### config.mk
export PLATFORM = sky130hd
export DESIGN_NAME = dacc_top
export DESIGN_NICKNAME = d
export VERILOG_FILES = /design/src/dacc_pkg.sv /design/src/dacc_chan.sv /design/src/dacc_top.sv
export VERILOG_INCLUDE_DIRS = /design/src
export SDC_FILE = /design/constraint.sdc
export NUM_CORES = 1
export LEC_CHECK = 0
export ABC_CLOCK_PERIOD_IN_PS = 4400
export BUFFER_PORTS_ARGS = -buffer_cell sky130_fd_sc_hd__clkbuf_2
export CORE_MARGIN = 1.5
export CORE_UTILIZATION = 45
export CTS_CLUSTER_SIZE = 16
export DETAILED_ROUTE_END_ITERATION = 10
export PLACE_DENSITY = 0.72
export SYNTH_ARGS = -nofsm -noshare
export SYNTH_HDL_FRONTEND = slang
export SYNTH_SLANG_ARGS = --single-unit
### constraint.sdc
create_clock -name CLK_I -period 4.4 [get_ports CLK_I]
set_input_delay 0.22 -clock CLK_I [delete_from_list [all_inputs] [get_ports CLK_I]]
set_output_delay 0.22 -clock CLK_I [all_outputs]
set_load 0.02 [all_outputs]
### src/dacc_defines.svh
// Constants for the dual converter conversion-control block
`ifndef DACC_DEFINES_SVH
`define DACC_DEFINES_SVH

// ----------------------------------------------------------------
// Averaging select field codes and reset values
// ----------------------------------------------------------------
`define DACC_AVG_TWO        2'b10
`define DACC_AVG_FOUR       2'b11
`define DACC_AVG_CFG_RST    2'b00
`define DACC_CM_OFS_RST     1'b0

// ----------------------------------------------------------------
// Analog effect of the common-mode offset bit
// ----------------------------------------------------------------
`define DACC_CM_OFFSET_MV   100

// ----------------------------------------------------------------
// Timing: internal clock period and conversion time
// ----------------------------------------------------------------
`define DACC_CLK_PERIOD_NS  40
`define DACC_CONV_TIME_NS   320
`define DACC_CONV_CYCLES    ((`DACC_CONV_TIME_NS + `DACC_CLK_PERIOD_NS - 1) / `DACC_CLK_PERIOD_NS)

`endif

### src/dacc_pkg.sv
// Types shared by the conversion-control block
`default_nettype none
package dacc_pkg;
    // Device phases: reset/power-down, acquisition, conversion
    typedef enum logic [2:0] {
        DACC_ST_RST = 3'b001,
        DACC_ST_ACQ = 3'b010,
        DACC_ST_CNV = 3'b100
    } dacc_state_type;
endpackage
`default_nettype wire

### src/dacc_chan.sv
// One converter channel: two's-complement coding and sample averaging
`default_nettype none
module dacc_chan #(
    parameter int RES = 16
) (
    // Clock and reset
    input  wire logic                  clk_i,
    input  wire logic                  rst_i,
    // Control from the sequencer
    input  wire logic                  done_i,
    input  wire logic                  last_i,
    input  wire logic                  clr_i,
    input  wire logic [1:0]            shift_i,
    // Raw offset-binary result of the converter
    input  wire logic [RES-1:0]        raw_i,
    // Output word
    output logic signed [RES-1:0]      data_o,
    output logic                       valid_o
);
    logic signed [RES-1:0] code;
    logic signed [RES+1:0] code_ext;
    logic signed [RES+1:0] acc_r;
    logic signed [RES+1:0] sum;
    logic signed [RES+1:0] shifted;

    // Flipping the MSB turns offset binary into two's complement
    assign code     = {~raw_i[RES-1], raw_i[RES-2:0]};
    assign code_ext = {{2{code[RES-1]}}, code};
    // Two guard bits: four full-scale codes cannot overflow the sum
    assign sum      = acc_r + code_ext;
    assign shifted  = sum >>> shift_i;

    // ------------------------------------------------------------
    // Accumulator and output word
    // ------------------------------------------------------------
    always_ff @(posedge clk_i) begin
        if (rst_i || clr_i) begin
            acc_r   <= '0;
            data_o  <= '0;
            valid_o <= 1'b0;
        end else begin
            valid_o <= 1'b0;
            if (done_i) begin
                if (last_i) begin
                    data_o  <= shifted[RES-1:0];
                    valid_o <= 1'b1;
                    acc_r   <= '0;
                end else begin
                    acc_r   <= sum;
                end
            end
        end
    end
endmodule
`default_nettype wire

### src/dacc_top.sv
// Conversion sequencer, configuration and output coding of the dual converter
// Functional notes
// Start edge launches both channels together
// Conversion timed by internal clock only
// Inputs isolated during conversion
// End of conversion reconnects, returns acquisition
// Done pulse and result to interface
// Results in two's complement, 16/14 bits
// Full-scale codes 8000/7FFF, mid 0000
// Offset bit raises half-reference by 100mV
// Optional averaging of two or four samples
// Codes 10b/11b pick two/four averaging
// Ready only after group's last start
// Four-sample output is sum over four
// Reset aborts conversion, restores configuration
// Other select codes disable averaging
`include "dacc_defines.svh"
`default_nettype none
module dacc_top #(
    parameter int RES         = 16,
    parameter int CONV_CYCLES = `DACC_CONV_CYCLES
) (
    // Clock and reset
    input  wire logic                   CLK_I,
    input  wire logic                   RST_N_I,
    // Host control pins
    input  wire logic                   CONV_START_I,
    input  wire logic                   POWERDOWN_RESET_N_I,
    // Configuration write from the interface module
    input  wire logic                   CFG_WR_I,
    input  wire logic [1:0]             CFG_AVG_SEL_I,
    input  wire logic                   CFG_CM_OFS_EN_I,
    // Raw converter results
    input  wire logic [RES-1:0]         RAW_A_I,
    input  wire logic [RES-1:0]         RAW_B_I,
    // Sampling switch and converter status
    output logic                        ISOLATE_O,
    output logic                        CONV_DONE_O,
    output dacc_pkg::dacc_state_type    STATE_O,
    // Output words
    output logic signed [RES-1:0]       DATA_A_O,
    output logic signed [RES-1:0]       DATA_B_O,
    output logic                        READY_O,
    // Configuration readback and analog trim
    output logic [1:0]                  AVG_CFG_O,
    output logic                        CM_OFFSET_EN_O
);
    import dacc_pkg::*;

    localparam int CW       = (CONV_CYCLES > 1) ? $clog2(CONV_CYCLES) : 1;
    // Analog step the trim output commands, in millivolts
    localparam int CM_OFFSET_MV = `DACC_CM_OFFSET_MV;

    dacc_state_type state_r;
    logic [CW-1:0]  cnt_r;
    logic           isolate_r;
    logic           done_r;
    logic           start_q_r;
    logic           start_rise;
    logic           in_rst;
    logic [1:0]     averaging_config_reg_r;
    logic           common_mode_offset_reg_r;
    logic [1:0]     avg_shift;
    logic [1:0]     grp_top;
    logic [1:0]     grp_r;
    logic           grp_last;
    logic           valid_a;
    logic           valid_b;
    logic           ready_r;

    // ------------------------------------------------------------
    // Reset and start edge
    // ------------------------------------------------------------
    // Power-down pin acts like reset; both are taken synchronously
    assign in_rst     = !RST_N_I || !POWERDOWN_RESET_N_I;
    assign start_rise = CONV_START_I && !start_q_r;

    // Previous level of the start pin for edge detection
    always_ff @(posedge CLK_I) begin
        if (in_rst) begin
            start_q_r <= 1'b0;
        end else begin
            start_q_r <= CONV_START_I;
        end
    end

    // ------------------------------------------------------------
    // Conversion sequencer
    // ------------------------------------------------------------
    // Counting runs on our own clock; the host only gives the edge.
    // A start edge during conversion is ignored, not queued.
    always_ff @(posedge CLK_I) begin
        if (in_rst) begin
            state_r   <= DACC_ST_RST;
            cnt_r     <= '0;
            isolate_r <= 1'b0;
            done_r    <= 1'b0;
        end else begin
            done_r <= 1'b0;
            unique case (state_r)
                DACC_ST_RST: begin
                    state_r <= DACC_ST_ACQ;                   // Wake-up into acquisition
                end
                DACC_ST_ACQ: begin
                    if (start_rise) begin
                        state_r   <= DACC_ST_CNV;
                        isolate_r <= 1'b1;
                        cnt_r     <= CW'(CONV_CYCLES - 1);
                    end
                end
                DACC_ST_CNV: begin
                    if (cnt_r == '0) begin
                        state_r   <= DACC_ST_ACQ;
                        isolate_r <= 1'b0;
                        done_r    <= 1'b1;
                    end else begin
                        cnt_r <= cnt_r - CW'(1);
                    end
                end
                default: begin
                    state_r   <= DACC_ST_RST;
                    isolate_r <= 1'b0;
                end
            endcase
        end
    end

    // ------------------------------------------------------------
    // Configuration registers
    // ------------------------------------------------------------
    // Defaults return on either reset source
    always_ff @(posedge CLK_I) begin
        if (in_rst) begin
            averaging_config_reg_r   <= `DACC_AVG_CFG_RST;
            common_mode_offset_reg_r <= `DACC_CM_OFS_RST;
        end else if (CFG_WR_I) begin
            averaging_config_reg_r   <= CFG_AVG_SEL_I;
            common_mode_offset_reg_r <= CFG_CM_OFS_EN_I;
        end
    end

    // Averaging factor as a shift; unknown codes mean single samples
    always_comb begin
        unique case (averaging_config_reg_r)
            `DACC_AVG_TWO: begin
                avg_shift = 2'd1;
                grp_top   = 2'd1;
            end
            `DACC_AVG_FOUR: begin
                avg_shift = 2'd2;
                grp_top   = 2'd3;
            end
            default: begin
                avg_shift = 2'd0;
                grp_top   = 2'd0;
            end
        endcase
    end

    // ------------------------------------------------------------
    // Averaging group counter
    // ------------------------------------------------------------
    // A config change restarts the group so no mixed-mode sum is emitted
    assign grp_last = (grp_r == grp_top);

    always_ff @(posedge CLK_I) begin
        if (in_rst || CFG_WR_I) begin
            grp_r <= 2'd0;
        end else if (done_r) begin
            grp_r <= grp_last ? 2'd0 : grp_r + 2'd1;
        end
    end

    // ------------------------------------------------------------
    // Channels, fed by one done pulse so both sample together
    // ------------------------------------------------------------
    dacc_chan #(
        .RES (RES)
    ) u_chan_a (
        .clk_i   (CLK_I),
        .rst_i   (in_rst),
        .done_i  (done_r),
        .last_i  (grp_last),
        .clr_i   (CFG_WR_I),
        .shift_i (avg_shift),
        .raw_i   (RAW_A_I),
        .data_o  (DATA_A_O),
        .valid_o (valid_a)
    );

    dacc_chan #(
        .RES (RES)
    ) u_chan_b (
        .clk_i   (CLK_I),
        .rst_i   (in_rst),
        .done_i  (done_r),
        .last_i  (grp_last),
        .clr_i   (CFG_WR_I),
        .shift_i (avg_shift),
        .raw_i   (RAW_B_I),
        .data_o  (DATA_B_O),
        .valid_o (valid_b)
    );

    // ------------------------------------------------------------
    // Ready flag
    // ------------------------------------------------------------
    // Set wins over the clear by a new start edge in the same cycle
    always_ff @(posedge CLK_I) begin
        if (in_rst || CFG_WR_I) begin
            ready_r <= 1'b0;
        end else if (valid_a && valid_b) begin
            ready_r <= 1'b1;
        end else if (start_rise) begin
            ready_r <= 1'b0;
        end
    end

    // ------------------------------------------------------------
    // Outputs
    // ------------------------------------------------------------
    assign ISOLATE_O      = isolate_r;
    assign CONV_DONE_O    = done_r;
    assign STATE_O        = state_r;
    assign READY_O        = ready_r;
    assign AVG_CFG_O      = averaging_config_reg_r;
    // High commands +CM_OFFSET_MV on the half-reference buffer
    assign CM_OFFSET_EN_O = common_mode_offset_reg_r;
endmodule
`default_nettype wire

# Word level (Yosys, flattened, before mapping)
# Cells that the tools add are included.
# totals
register_bits	84
input_bits	40
wordCells	67
# op_classes
shifts	2
bitwise_logic	5
eq_ne	9
reduce_logical	15
add_sub_neg	4
mux	18
# ops
op	count
adder 18 x 16 -> 18 bit	2
2-to-1 mux 18 bit	2
>>> shifter 18 x 2 -> 16 bit	2
2-to-1 mux 3 bit	4
case mux 3 bit (3 select lines)	1
case mux 2 bit (2 select lines)	2
2-to-1 mux 1 bit	6
!= test 2 bit (second input constant)	3
case mux 3 bit (2 select lines)	1
AND reduction 3 bit	2
inverter 1 bit	5
== test 2 bit (second input constant)	2
AND reduction 2 bit	2
nonzero test 2 bit	2
OR reduction 2 bit	2
== test 3 x 1 -> 1 bit (second input constant)	1
== test 3 x 2 -> 1 bit (second input constant)	1
== test 3 bit (second input constant)	1
zero test 1 bit	3
zero test 3 bit	1
case mux 1 bit (3 select lines)	1
subtractor 3 x 1 -> 3 bit (second input constant)	1
adder 2 x 1 -> 2 bit (second input constant)	1
== test 2 bit	1
other kinds (3)	4

# Logic depth before layout (Yosys ltp)
# Gate-level depths: netlist of the first run.
# logic_depth
word_depth	4
mapped_depth	10
mapped_depth_nobuf	10

# Hierarchy
# Synthesis of the first run repeated with hierarchy kept, for this count alone.
# hier_totals
cells_unflattened	713
area_unflattened_um2	5751.8
# by_module_without_submodules
module	area_per_inst_um2	cells_each	instances	seq_area_each_um2
dacc_chan	2528.7	320	2	700.7
dacc_top	694.4	73	1	300.3

# Worst setup path after synthesis of the first run
# OpenSTA, ideal clock, no wires.
# synth_timing
path_kind	reg2reg
startpoint	reg u_chan_b.acc_r[0]
endpoint	reg u_chan_b.data_o[8]
required_ns	4.312
setup_time_ns	0.088
synth_period_minus_slack_ns	2.351
stages_incl_launch_ff	11
slack_ns	2.049
arrival_time_ns	2.263
path_cell_list	dfxtp_1 > ha_1 > inv_1 > fa_1 > nand2b_1 > a221o_1 > a21o_1 > a21oi_2 > xnor2_1 > mux2_2 > o32ai_2
# synth_between
elab_chain_cells	2
# synth_rtl
item	line_no	text
start: declaration	dacc_chan.sv:22	logic signed [RES+1:0] acc_r;
start signal: assignment	dacc_chan.sv:49	acc_r <= sum;
adder 18 x 16 -> 18 bit	dacc_chan.sv:30	assign sum = acc_r + code_ext;
>>> shifter 18 x 2 -> 16 bit	dacc_chan.sv:31	assign shifted = sum >>> shift_i;
end signal: assignment	dacc_chan.sv:45	data_o <= shifted[RES-1:0];
end: declaration	dacc_chan.sv:17	output logic signed [RES-1:0] data_o,
# Every way passes these cells.
# A chain may end at the register's enable or synchronous reset.

# Final worst setup path of the first run
# layout_timing
startpoint	reg averaging_config_reg_r[1], in the netlist AVG_CFG_O[1]
endpoint	reg u_chan_b.data_o[14]
# layout_between
elab_chain_cells	4
word_cells_on_any_way	7
# layout_rtl
item	line_no	text
start: declaration	dacc_top.sv:61	logic [1:0] averaging_config_reg_r;
start signal: assignment	dacc_top.sv:134	averaging_config_reg_r <= `DACC_AVG_CFG_RST;
== test 2 bit	dacc_top.sv:144	unique case (averaging_config_reg_r)
case mux 2 bit (2 select lines)	dacc_top.sv:144	
== test 2 bit	dacc_top.sv:164	assign grp_last = (grp_r == grp_top);
AND reduction 2 bit (no line)	--	
# Several ways; a longest one is shown, not always the timed one.

==> results of run 1 <==
per-stage QoR:
step | utilization | hold slack (ns)
global placement | 0.504 | 0.410
detailed placement | 0.504 | 0.421
global route | 0.530 | 0.0870
floorplan | - | 0.301
CTS | 0.530 | 0.0663
finish | 0.530 | 0.0704
synthesized netlist by cell type (all sizes together), types with 3 or more instances:
cell / n
a221oi: 3
mux2: 3
a222oi: 4
o21ai: 38
a221o: 3
a21o: 18
o211ai: 14
o21a: 6
o21bai: 4
nand2b: 5
nand3: 15
xnor2: 19
nor3: 8
mux2i: 8
nand2: 53
nor2: 81
o2bb2ai: 3
a21oi: 50
nor2b: 3
or2: 3
nand4: 8
a31oi: 7
o31ai: 4
xor2: 16
inv: 22
a22oi: 38
dfxtp: 84
a31o: 6
a211oi: 13
nor3b: 3
o221ai: 3
ha: 36
buf: 17
nor4: 3
and2: 5
and3: 5
clkbuf: 26
cell type report:
class	count	share of cell area
Clock inverter	2	0.00572
Inverter	22	0.0135
Tap cell	143	0.0292
Sequential cell	84	0.275
Clock buffer	12	0.0419
Timing Repair Buffer	87	0.0740
Multi-Input combinational cell	514	0.561
flip-flops by register name (all words and copies together) (netlist names):
name / count
cnt_r: 3
CONV_DONE_O: 1
STATE_O: 3
ISOLATE_O: 1
u_chan_a.acc_r: 18
READY_O: 1
AVG_CFG_O: 2
u_chan_a.data_o: 16
u_chan_b.data_o: 16
u_chan_b.acc_r: 18
CM_OFFSET_EN_O: 1
start_q_r: 1
grp_r: 2
u_chan_b.valid_o: 1
kinds of logic after synthesis:
group,count (synthesis)
compound gates,230
simple gates,200
flops,84
buf+inv,65
fa+ha+maj,38
xor+xnor,35
mux,11
worst max-delay path: cells and delay by family (launching register included):
| family | cells | cell delay (ns) |
|---|---|---|
| AOI/OAI and AO/OA | 4 | 1.05 |
| DFF | 1 | 0.53 |
| and+or+nand+nor | 3 | 0.96 |
routing by layer:
metal  part of all wire  vias up  global-route usage
li1                   -     2546                   -
met1               0.45     2436               0.321
met2               0.46      197               0.384
met3              0.078       23              0.0481
met4              0.016        0              0.0878
met5                  0        -                   0
worst paths after layout:
check	startpoint	to	slack, ns
setup / recovery	AVG_CFG_O[1]	u_chan_b.data_o[14]	1.78
hold reg to reg	u_chan_b.valid_o	READY_O	0.47
setup reg to reg	AVG_CFG_O[1]	u_chan_b.data_o[14]	1.78
hold / removal	RST_N_I	STATE_O[0]	0.07
power groups by stage:
stage / Clock, mW / Combinational (mW) / Sequential (mW)
3_5_place_dp: 0 / 0.153 / 0.785
6_report: 0.759 / 0.155 / 0.768
2_1_floorplan: 0 / 0.107 / 0.784
5_1_grt: 0.800 / 0.171 / 0.768
4_1_cts: 0.772 / 0.154 / 0.768
3_3_place_gp: 0 / 0.149 / 0.784
==> flow_metrics.tcl, run 1 <==
set metrics [dict create \
    layout_common_cells "dfxtp_1 (84), clkbuf_2 (80), nor2_1 (78)" \
    core_sq_um 11600 \
    multi_input_area_sq_um 3440 \
    synthAdderAreaFrac 0.0909 \
    dpl_cell_area_sq_um 5830 \
    cts_resized 0 \
    clock_path_buffers 2 \
    fin_tns_setup_ns 0 \
    synth_seq_area_share 0.312 \
    cp.arrival_ns 2.89 \
    die_y_um 112 \
    timing.fmax_ghz 0.382 \
    root_buffer "clkbuf_16" \
    internal_power_mw 1.28 \
    ys_seq_elements 84 \
    synth_enable_flop_cells 0 \
    ant_nets 0 \
    slew_headroom 0.361 \
    yosys.area.top_type "dfxtp_1" \
    syn_area_per_cell_sq_um 8.14 \
    place_inst 850 \
    drt_iter0_markers 320 \
    antenna_found_initial 0 \
    tightest_slew_ns 0.958 \
    hold_viol 0 \
    drc 4 \
    routed_wl_um 14800 \
    skew_ns 0.00649 \
    clk_latency_ns 0.34 \
    vdd_drop_max_v 0.000148 \
    switchingPower_mw 0.398 \
    start_util 0.467 \
    regArea_sq_um 1680 \
    hold_buffers 0 \
    setup_slack_ns 1.78 \
    p_comb_frac 0.092 \
    fill_cells 1094 \
    synth_compound_area_frac 0.295 \
    period_share 0.595 \
    p_leak_nw 2.59 \
    yosys_warnings 0 \
    synth_xor_area_frac 0.0568 \
    post_cts_buffers 0 \
    critical-path-max-stage-delay_ns 0.53 \
    rsz0062_at_grt "false" \
    end_kind "flop" \
    switching_share 0.237 \
    cts_tree "yes" \
    synth_nets 741 \
    cp-start-kind "flop" \
    synth.top_cell.area_share 0.312 \
    place_ws_ns 1.80 \
    p_per_area_nw_per_um2 275 \
    layout-drive-gt1-share 0.172 \
    die_x_um 112 \
    areaGrowthSynthToFinish_pct 13.5 \
    synthMuxAreaShare 0.0211 \
    maxSlewViolCount 0 \
    max_cap_violations 0 \
    place_congestion 0.931 \
    netlist_instances 663 \
    synth_top_flop_cell "dfxtp_1" \
    grt_first_pass_wirelength_um 24600 \
    drtPass1Iterations 11 \
    power.total_mw 1.68 \
    cts.sinks 84 \
    numPortBuffers 80 \
    clock_power_share 0.451 \
    cp_max_fo 15 \
    stdcell_area_sq_um 6120 \
    wl_per_cell_um 17.2 \
    path_cells "nand2b_1 -> a211oi_2 -> o21a_2 -> nand2_2 -> nor2_2 -> a222oi_1 -> o21ai_1" \
    period_needed_ns 2.62 \
    fin_cells 864 \
    netlist_area_sq_um 5400 \
    via_per_inst 6.02 \
    path_class "reg -> reg" \
    final_common_cell "dfxtp_1" \
    synth.distinct_cells 73 \
    cts_inserted_buffers 9 \
    rr_worst_depth 7 \
    p_seq_frac 0.457 \
    synth-simple-area-share 0.172 \
    synth_top_family_by_area "compound AO/OA/AOI/OAI gates" \
    path_clk_slew_ns 0.06 \
    vias 5202 \
    antenna_cells 0 \
    violations "design-rule violations" \
    num_rows 39 \
    cp.required_ns 4.67 \
    grt_max_degree 44 \
    cts-htree-levels 3 \
    ios 81 \
    crit_slowest_cell "dfxtp_1" \
    hold_path_depth 2 \
    design.die.area_sq_um 12700 \
    track_usage 0.240 \
    hp-class "in -> reg" \
    setup_viol 0 \
    grt_remaining_overflow 0 \
    dpl.hpwl_um 10700 \
    grt_pass1_vias 5022 \
    ys_top_cells_by_area "dfxtp_1 (31%), ha_1 (8.3%), nor2_1 (5.4%)" \
    status "complete, but fails checks" \
    nets 796 \
    async_flop_share 0 \
]
(Power assumes the default switching activity.)
==> inputs of run 2 (changes only) <==
Settings changed: ABC_AREA set to 1, ABC_CLOCK_PERIOD_IN_PS 4400 to 2400, PLACE_DENSITY 0.72 to 0.75.
Clock period 4.4 ns to 2.4 ns, I/O delays scaled along.
==> run 2 against run 1 <==
- largest power group is now the clock network
- combinational power increased by 100%
- the run now ends clean
- hold slack lost 0.028 ns
- largest cell class unchanged
- worst setup slack worse by 1.5 ns
==> flow_metrics.tcl, run 2 <==
set metrics [dict create \
    cp_max_fo 3 \
    hold_ws_ns 0.0425 \
    rr_endpoint "u_chan_b.data_o[14]" \
    hold_viol 0 \
    synth_nets 991 \
    final_common_cell "nand2_1" \
    yosys-top-cells-count "nand2_1 (329), nand3_1 (113), inv_1 (106), dfxtp_1 (84), a21oi_1 (70)" \
    track_usage 0.245 \
    vias 5950 \
    start_util 0.467 \
    antenna_cells 0 \
    timing.fmax_ghz 0.478 \
    layout-drive-gt1-share 0.129 \
    crit_buf_inv 2 \
    via_per_inst 5.09 \
    die_x_um 115 \
    routed_wl_um 15500 \
    dpl.hpwl_um 11600 \
    yosys.area.top_type "dfxtp_1" \
    cp-start-kind "flop" \
    drtPass1Iterations 7 \
    hold_buffers 3 \
    reg2reg_setup_slack_ns 0.31 \
    grt_first_pass_wirelength_um 25700 \
    hold_path_depth 3 \
    hp-class "in -> reg" \
    cp.arrival_ns 2.33 \
    netlist_area_sq_um 5680 \
    setup_viol 0 \
    rsz0062_at_grt "false" \
    drc 0 \
    worstReg2RegStart "u_chan_b.acc_r[0]" \
    cp.required_ns 2.64 \
    maxSlewViolCount 0 \
    cp_top_family "simple AND/OR/NAND/NOR gates" \
    design.die.area_sq_um 13300 \
    cts_resized 0 \
    areaGrowthSynthToFinish_pct 16.4 \
    core_sq_um 12200 \
    period_share 0.872 \
    period_needed_ns 2.09 \
    post_cts_buffers 0 \
    min_from "CFG_WR_I" \
    root_buffer "clkbuf_16" \
    rr_worst_depth 13 \
    die_y_um 115 \
    syn_area_per_cell_sq_um 6.22 \
    nets 1073 \
    place_congestion 0.912 \
    ios 81 \
    synth_enable_flop_cells 0 \
    p_leak_nw 3.37 \
    vdd_drop_max_v 0.000322 \
    synth.top_cell.area_share 0.296 \
    synth_top_flop_cell "dfxtp_1" \
    ant_nets 0 \
    path_class "reg -> reg" \
    drt_iter0_markers 351 \
    max_cap_violations 0 \
    p_per_area_nw_per_um2 481 \
    tightest_slew_ns 0.788 \
    ys_seq_elements 84 \
    status "finished, final reports clean" \
    grt_pass1_vias 5429 \
    wl_per_cell_um 13.3 \
    synth.distinct_cells 38 \
    path_cells "ha_1 -> inv_1 -> fa_1 -> inv_1 -> nand2_1 -> nand2_1 -> nand2_1 -> o21ai_0 -> nand2_1 -> nand3_1 -> nand2_1 -> nor2_1 -> o21ai_1" \
    ys_top_cells_by_area "dfxtp_1 (30%), nand2_1 (22%), nand3_1 (10%)" \
    critical-path-max-stage-delay_ns 0.39 \
    fin_tns_setup_ns 0 \
    grt_max_degree 38 \
    netlist_instances 913 \
    yosys_warnings 0 \
    grt_remaining_overflow 0 \
    slew_headroom 0.474 \
    async_flop_share 0 \
    path_clk_slew_ns 0.06 \
    crit_slowest_cell "fa_1" \
    numPortBuffers 80 \
    synth_seq_area_share 0.296 \
    cts_tree "yes" \
    cp_common_cell "nand2_1" \
    skew_ns 0.00604 \
    clk_latency_ns 0.35 \
    power.total_mw 3.18 \
    cts-htree-levels 3 \
    holdPathEnd "AVG_CFG_O[0]" \
    clock_path_buffers 2 \
    antenna_found_initial 0 \
    num_rows 40 \
    layout_common_cells "nand2_1 (329), nand3_1 (113), inv_1 (106)" \
    end_kind "flop" \
    cts_inserted_buffers 9 \
    reg.largest.list "u_chan_a.acc_r: 18 flops, u_chan_b.acc_r: 18 flops" \
    cts.sinks 84 \
    synth_most_common_cell "nand2_1" \
]
run 2: logic make-up after synthesis:
group                      synth area share
adders and majority gates            0.0863
DFF                                   0.296
AOI/OAI and AO/OA                     0.110
xor gates and xnor gates             0.0216
and+or+nand+nor                       0.389
buffers and inverters                0.0969
run 2: tightest hold or removal path, cell delays in order:
cell	delay, ns
clkbuf_2	0.11
nand2_1	0.06
a21oi_1	0.05
run 2: final cells by class:
cell class	instances	area [sq um]
Clock inverter	6	71.3
Tap cell	168	210
Fill cell	1259	5550
Clock buffer	10	239
Multi-Input combinational cell	690	3450
Inverter	113	424
Timing Repair Buffer	97	536
Sequential cell	84	1680
run 2: how the worst max path moves through the flow:
stage	from	cells past startpoint	to	slack, ns
after floorplan	u_chan_a.acc_r[0]	11	u_chan_a.data_o[8]	0.50
after global placement	u_chan_a.acc_r[0]	11	u_chan_a.data_o[8]	0.38
after detailed placement	u_chan_a.acc_r[0]	11	u_chan_a.data_o[8]	0.33
after CTS	u_chan_b.acc_r[0]	13	u_chan_b.data_o[14]	0.32
after global routing	u_chan_b.acc_r[0]	16	u_chan_b.data_o[9]	0.06
final	u_chan_b.acc_r[0]	13	u_chan_b.data_o[14]	0.31
run 2: through the flow:
| stage | cell area, sq um | setup slack [ns] | instances | utilization |
|---|---|---|---|---|
| floorplan | 5680 | 0.496 | 913 | - |
| global placement | 6270 | 0.378 | 1149 | 0.516 |
| detailed placement | 6270 | 0.329 | 1149 | 0.516 |
| CTS | 6610 | 0.319 | 1168 | 0.544 |
| global route | 6610 | 0.0623 | 1168 | 0.544 |
| finish | 6610 | 0.307 | 1168 | 0.544 |
run 2: metal layers:
| metal | routed length [um] | track usage | vias up |
|---|---|---|---|
| met1 | 7530 | 0.339 | 2690 |
| met2 | 7000 | 0.396 | 133 |
| met5 | 0 | 0 | - |
| met4 | 230 | 0.0840 | 0 |
| li1 | - | - | 3110 |
| met3 | 747 | 0.0300 | 17 |
run 2: power by group:
| part | internal, mW | switching (mW) |
|---|---|---|
| logic | 0.113 | 0.199 |
| clock network | 0.846 | 0.620 |
| registers | 1.40 | 0.00372 |
==> inputs of run 3 (changes only) <==
--- a/config.mk
+++ b/config.mk
@@ -14,5 +14,5 @@
 export CTS_CLUSTER_SIZE = 16
 export DETAILED_ROUTE_END_ITERATION = 10
-export PLACE_DENSITY = 0.75
+export PLACE_DENSITY = 0.79
 export SYNTH_ARGS = -nofsm -noshare
 export SYNTH_HDL_FRONTEND = slang
==> constraint.sdc (replaced) <==
create_clock -name CLK_I -period 2.4 [get_ports CLK_I]
set_input_delay 0.12 -clock CLK_I [delete_from_list [all_inputs] [get_ports CLK_I]]
set_output_delay 0.12 -clock CLK_I [all_outputs]
set_load 0.005 [all_outputs]
==> run 3 against run 2 <==
- hold slack gained 0.0041 ns
- worst setup slack better by 0.0034 ns
- first-iteration DRC count grew 4.3%
- critical path depth did not move
- critical endpoint unchanged
- count of clock-buffer cells in the layout stayed put
- clock power increased by 7%
- via count grew 1.3%
- routed wire length up 0.15%
- global-route usage is 0.36 points lower
- sequential share of layout area fell by 0.082 points
==> flow_metrics.tcl, run 3 (synthesized netlist as in run 2, its figures left out) <==
set metrics [dict create \
    fin_cells 1168 \
    start_util 0.467 \
    cts_tree "yes" \
    period_share 0.871 \
    cp_num_cells 13 \
    timing.fmax_ghz 0.478 \
    num_rows 40 \
    final_common_cell "nand2_1" \
    end_kind "flop" \
    place_congestion 0.927 \
    clk_latency_ns 0.35 \
    switchingPower_mw 0.821 \
    clock_power_share 0.478 \
    antenna_cells 0 \
    hold_viol 0 \
    period_needed_ns 2.09 \
    status "finished, final reports clean" \
    root_buffer "clkbuf_16" \
    path_class "reg -> reg" \
    max_cap_violations 0 \
    wl_per_cell_um 13.3 \
    p_seq_frac 0.428 \
    core_sq_um 12200 \
    cp_common_cell "nand2_1" \
    cp-start-kind "flop" \
    drt_iter0_markers 366 \
    setup_viol 0 \
    skew_ns 0.00630 \
    vdd_drop_max_v 0.000311 \
    routed_wl_um 15500 \
    crit_buf_inv 2 \
    via_per_inst 5.16 \
    maxSlewViolCount 0 \
    dpl.hpwl_um 11600 \
    die_y_um 115 \
    tightest_slew_ns 0.796 \
    hp-class "in -> reg" \
    path_clk_slew_ns 0.06 \
    die_x_um 115 \
    nets 1073 \
    hold_buffers 3 \
    place_inst 1149 \
    path_cells "ha_1 -> inv_1 -> fa_1 -> inv_1 -> nand2_1 -> nand2_1 -> nand2_1 -> o21ai_0 -> nand2_1 -> nand3_1 -> nand2_1 -> nor2_1 -> o21ai_1" \
    cts_inserted_buffers 9 \
    ios 81 \
    grt_max_degree 38 \
    cp.arrival_ns 2.33 \
    post_cts_buffers 0 \
    design.die.area_sq_um 13300 \
    critical-path-max-stage-delay_ns 0.39 \
    hold_ws_ns 0.0466 \
    crit_slowest_cell "fa_1" \
    cp_top_family "simple AND/OR/NAND/NOR gates" \
    post-route-util 0.545 \
    rr_worst_depth 13 \
    drtPass1Iterations 5 \
    grt_pass1_vias 5477 \
    grt_first_pass_wirelength_um 25500 \
    internal_power_mw 2.46 \
    power.total_mw 3.28 \
    fill_cells 1234 \
    cp_max_fo 3 \
    clock_path_buffers 2 \
    antenna_found_initial 0 \
    reg.largest.list "u_chan_a.acc_r: 18 flops, u_chan_b.acc_r: 18 flops" \
    layout-drive-gt1-share 0.129 \
    cp.required_ns 2.64 \
    drc 0 \
    p_per_area_nw_per_um2 495 \
    layout_common_cells "nand2_1 (329), nand3_1 (113), inv_1 (106)" \
    switching_share 0.250 \
    grt_remaining_overflow 0 \
    ant_nets 0 \
    cts.sinks 84 \
    hold_path_depth 3 \
    vias 6026 \
    cts_resized 0 \
    p_comb_frac 0.094 \
    rsz0062_at_grt "false" \
    numPortBuffers 80 \
    cts-htree-levels 3 \
    areaGrowthSynthToFinish_pct 16.7 \
    p_leak_nw 3.38 \
    slew_headroom 0.469 \
    fin_tns_setup_ns 0 \
    track_usage 0.242 \
]
-- run 3: changes by cell type in the layout (fill, tap and decap cells not counted), sizes merged --
cell / before / now
clkinv: 3 / 1
clkinvlp: 1 / 2
bufinv: 1 / 2
-- run 3: cell type report --
cell class | count | area [sq um] | share of cell area
Clock buffer | 10 | 239 | 0.0360
Sequential cell | 84 | 1680 | 0.253
Tap cell | 168 | 210 | 0.0317
Timing Repair Buffer | 97 | 536 | 0.0807
Inverter | 113 | 424 | 0.0639
Clock inverter | 6 | 92.6 | 0.0140
Multi-Input combinational cell | 690 | 3450 | 0.520
-- run 3: worst paths after layout --
kind              slack, ns                 from                   to
hold / removal         0.05             CFG_WR_I         AVG_CFG_O[0]
setup reg to reg       0.31    u_chan_b.acc_r[0]  u_chan_b.data_o[14]
setup / recovery       0.31    u_chan_b.acc_r[0]  u_chan_b.data_o[14]
hold reg to reg        0.46  u_chan_a.data_o[11]  u_chan_a.data_o[11]
-- run 3: layer usage --
layer  vias to the layer above  wire length (um)  global-route usage
li1                       3113                 -                   -
met1                      2690              7240               0.320
met2                       192              7120               0.400
met3                        31               874              0.0364
met4                         0               304              0.0897
met5                         -                 0                   0
-- run 3: per-stage QoR --
stage,cell area (sq um),setup slack (ns)
floorplan,5680,0.496
detailed placement,6270,0.324
global route,6630,0.0473
global placement,6270,0.391
finish,6630,0.310
CTS,6630,0.307
-- run 3: worst min-delay path, cell delays in order --
cell      delay (ns)
clkbuf_2        0.11
nand2_1         0.06
a21oi_1         0.05
-- run 3: power by group through the flow --
stage / logic (mW) / clock network (mW) / registers, mW
2_1_floorplan: 0.204 / 0 / 1.43
3_3_place_gp: 0.298 / 0 / 1.43
3_5_place_dp: 0.299 / 0 / 1.43
4_1_cts: 0.306 / 1.58 / 1.40
5_1_grt: 0.344 / 1.65 / 1.40
6_report: 0.309 / 1.57 / 1.40
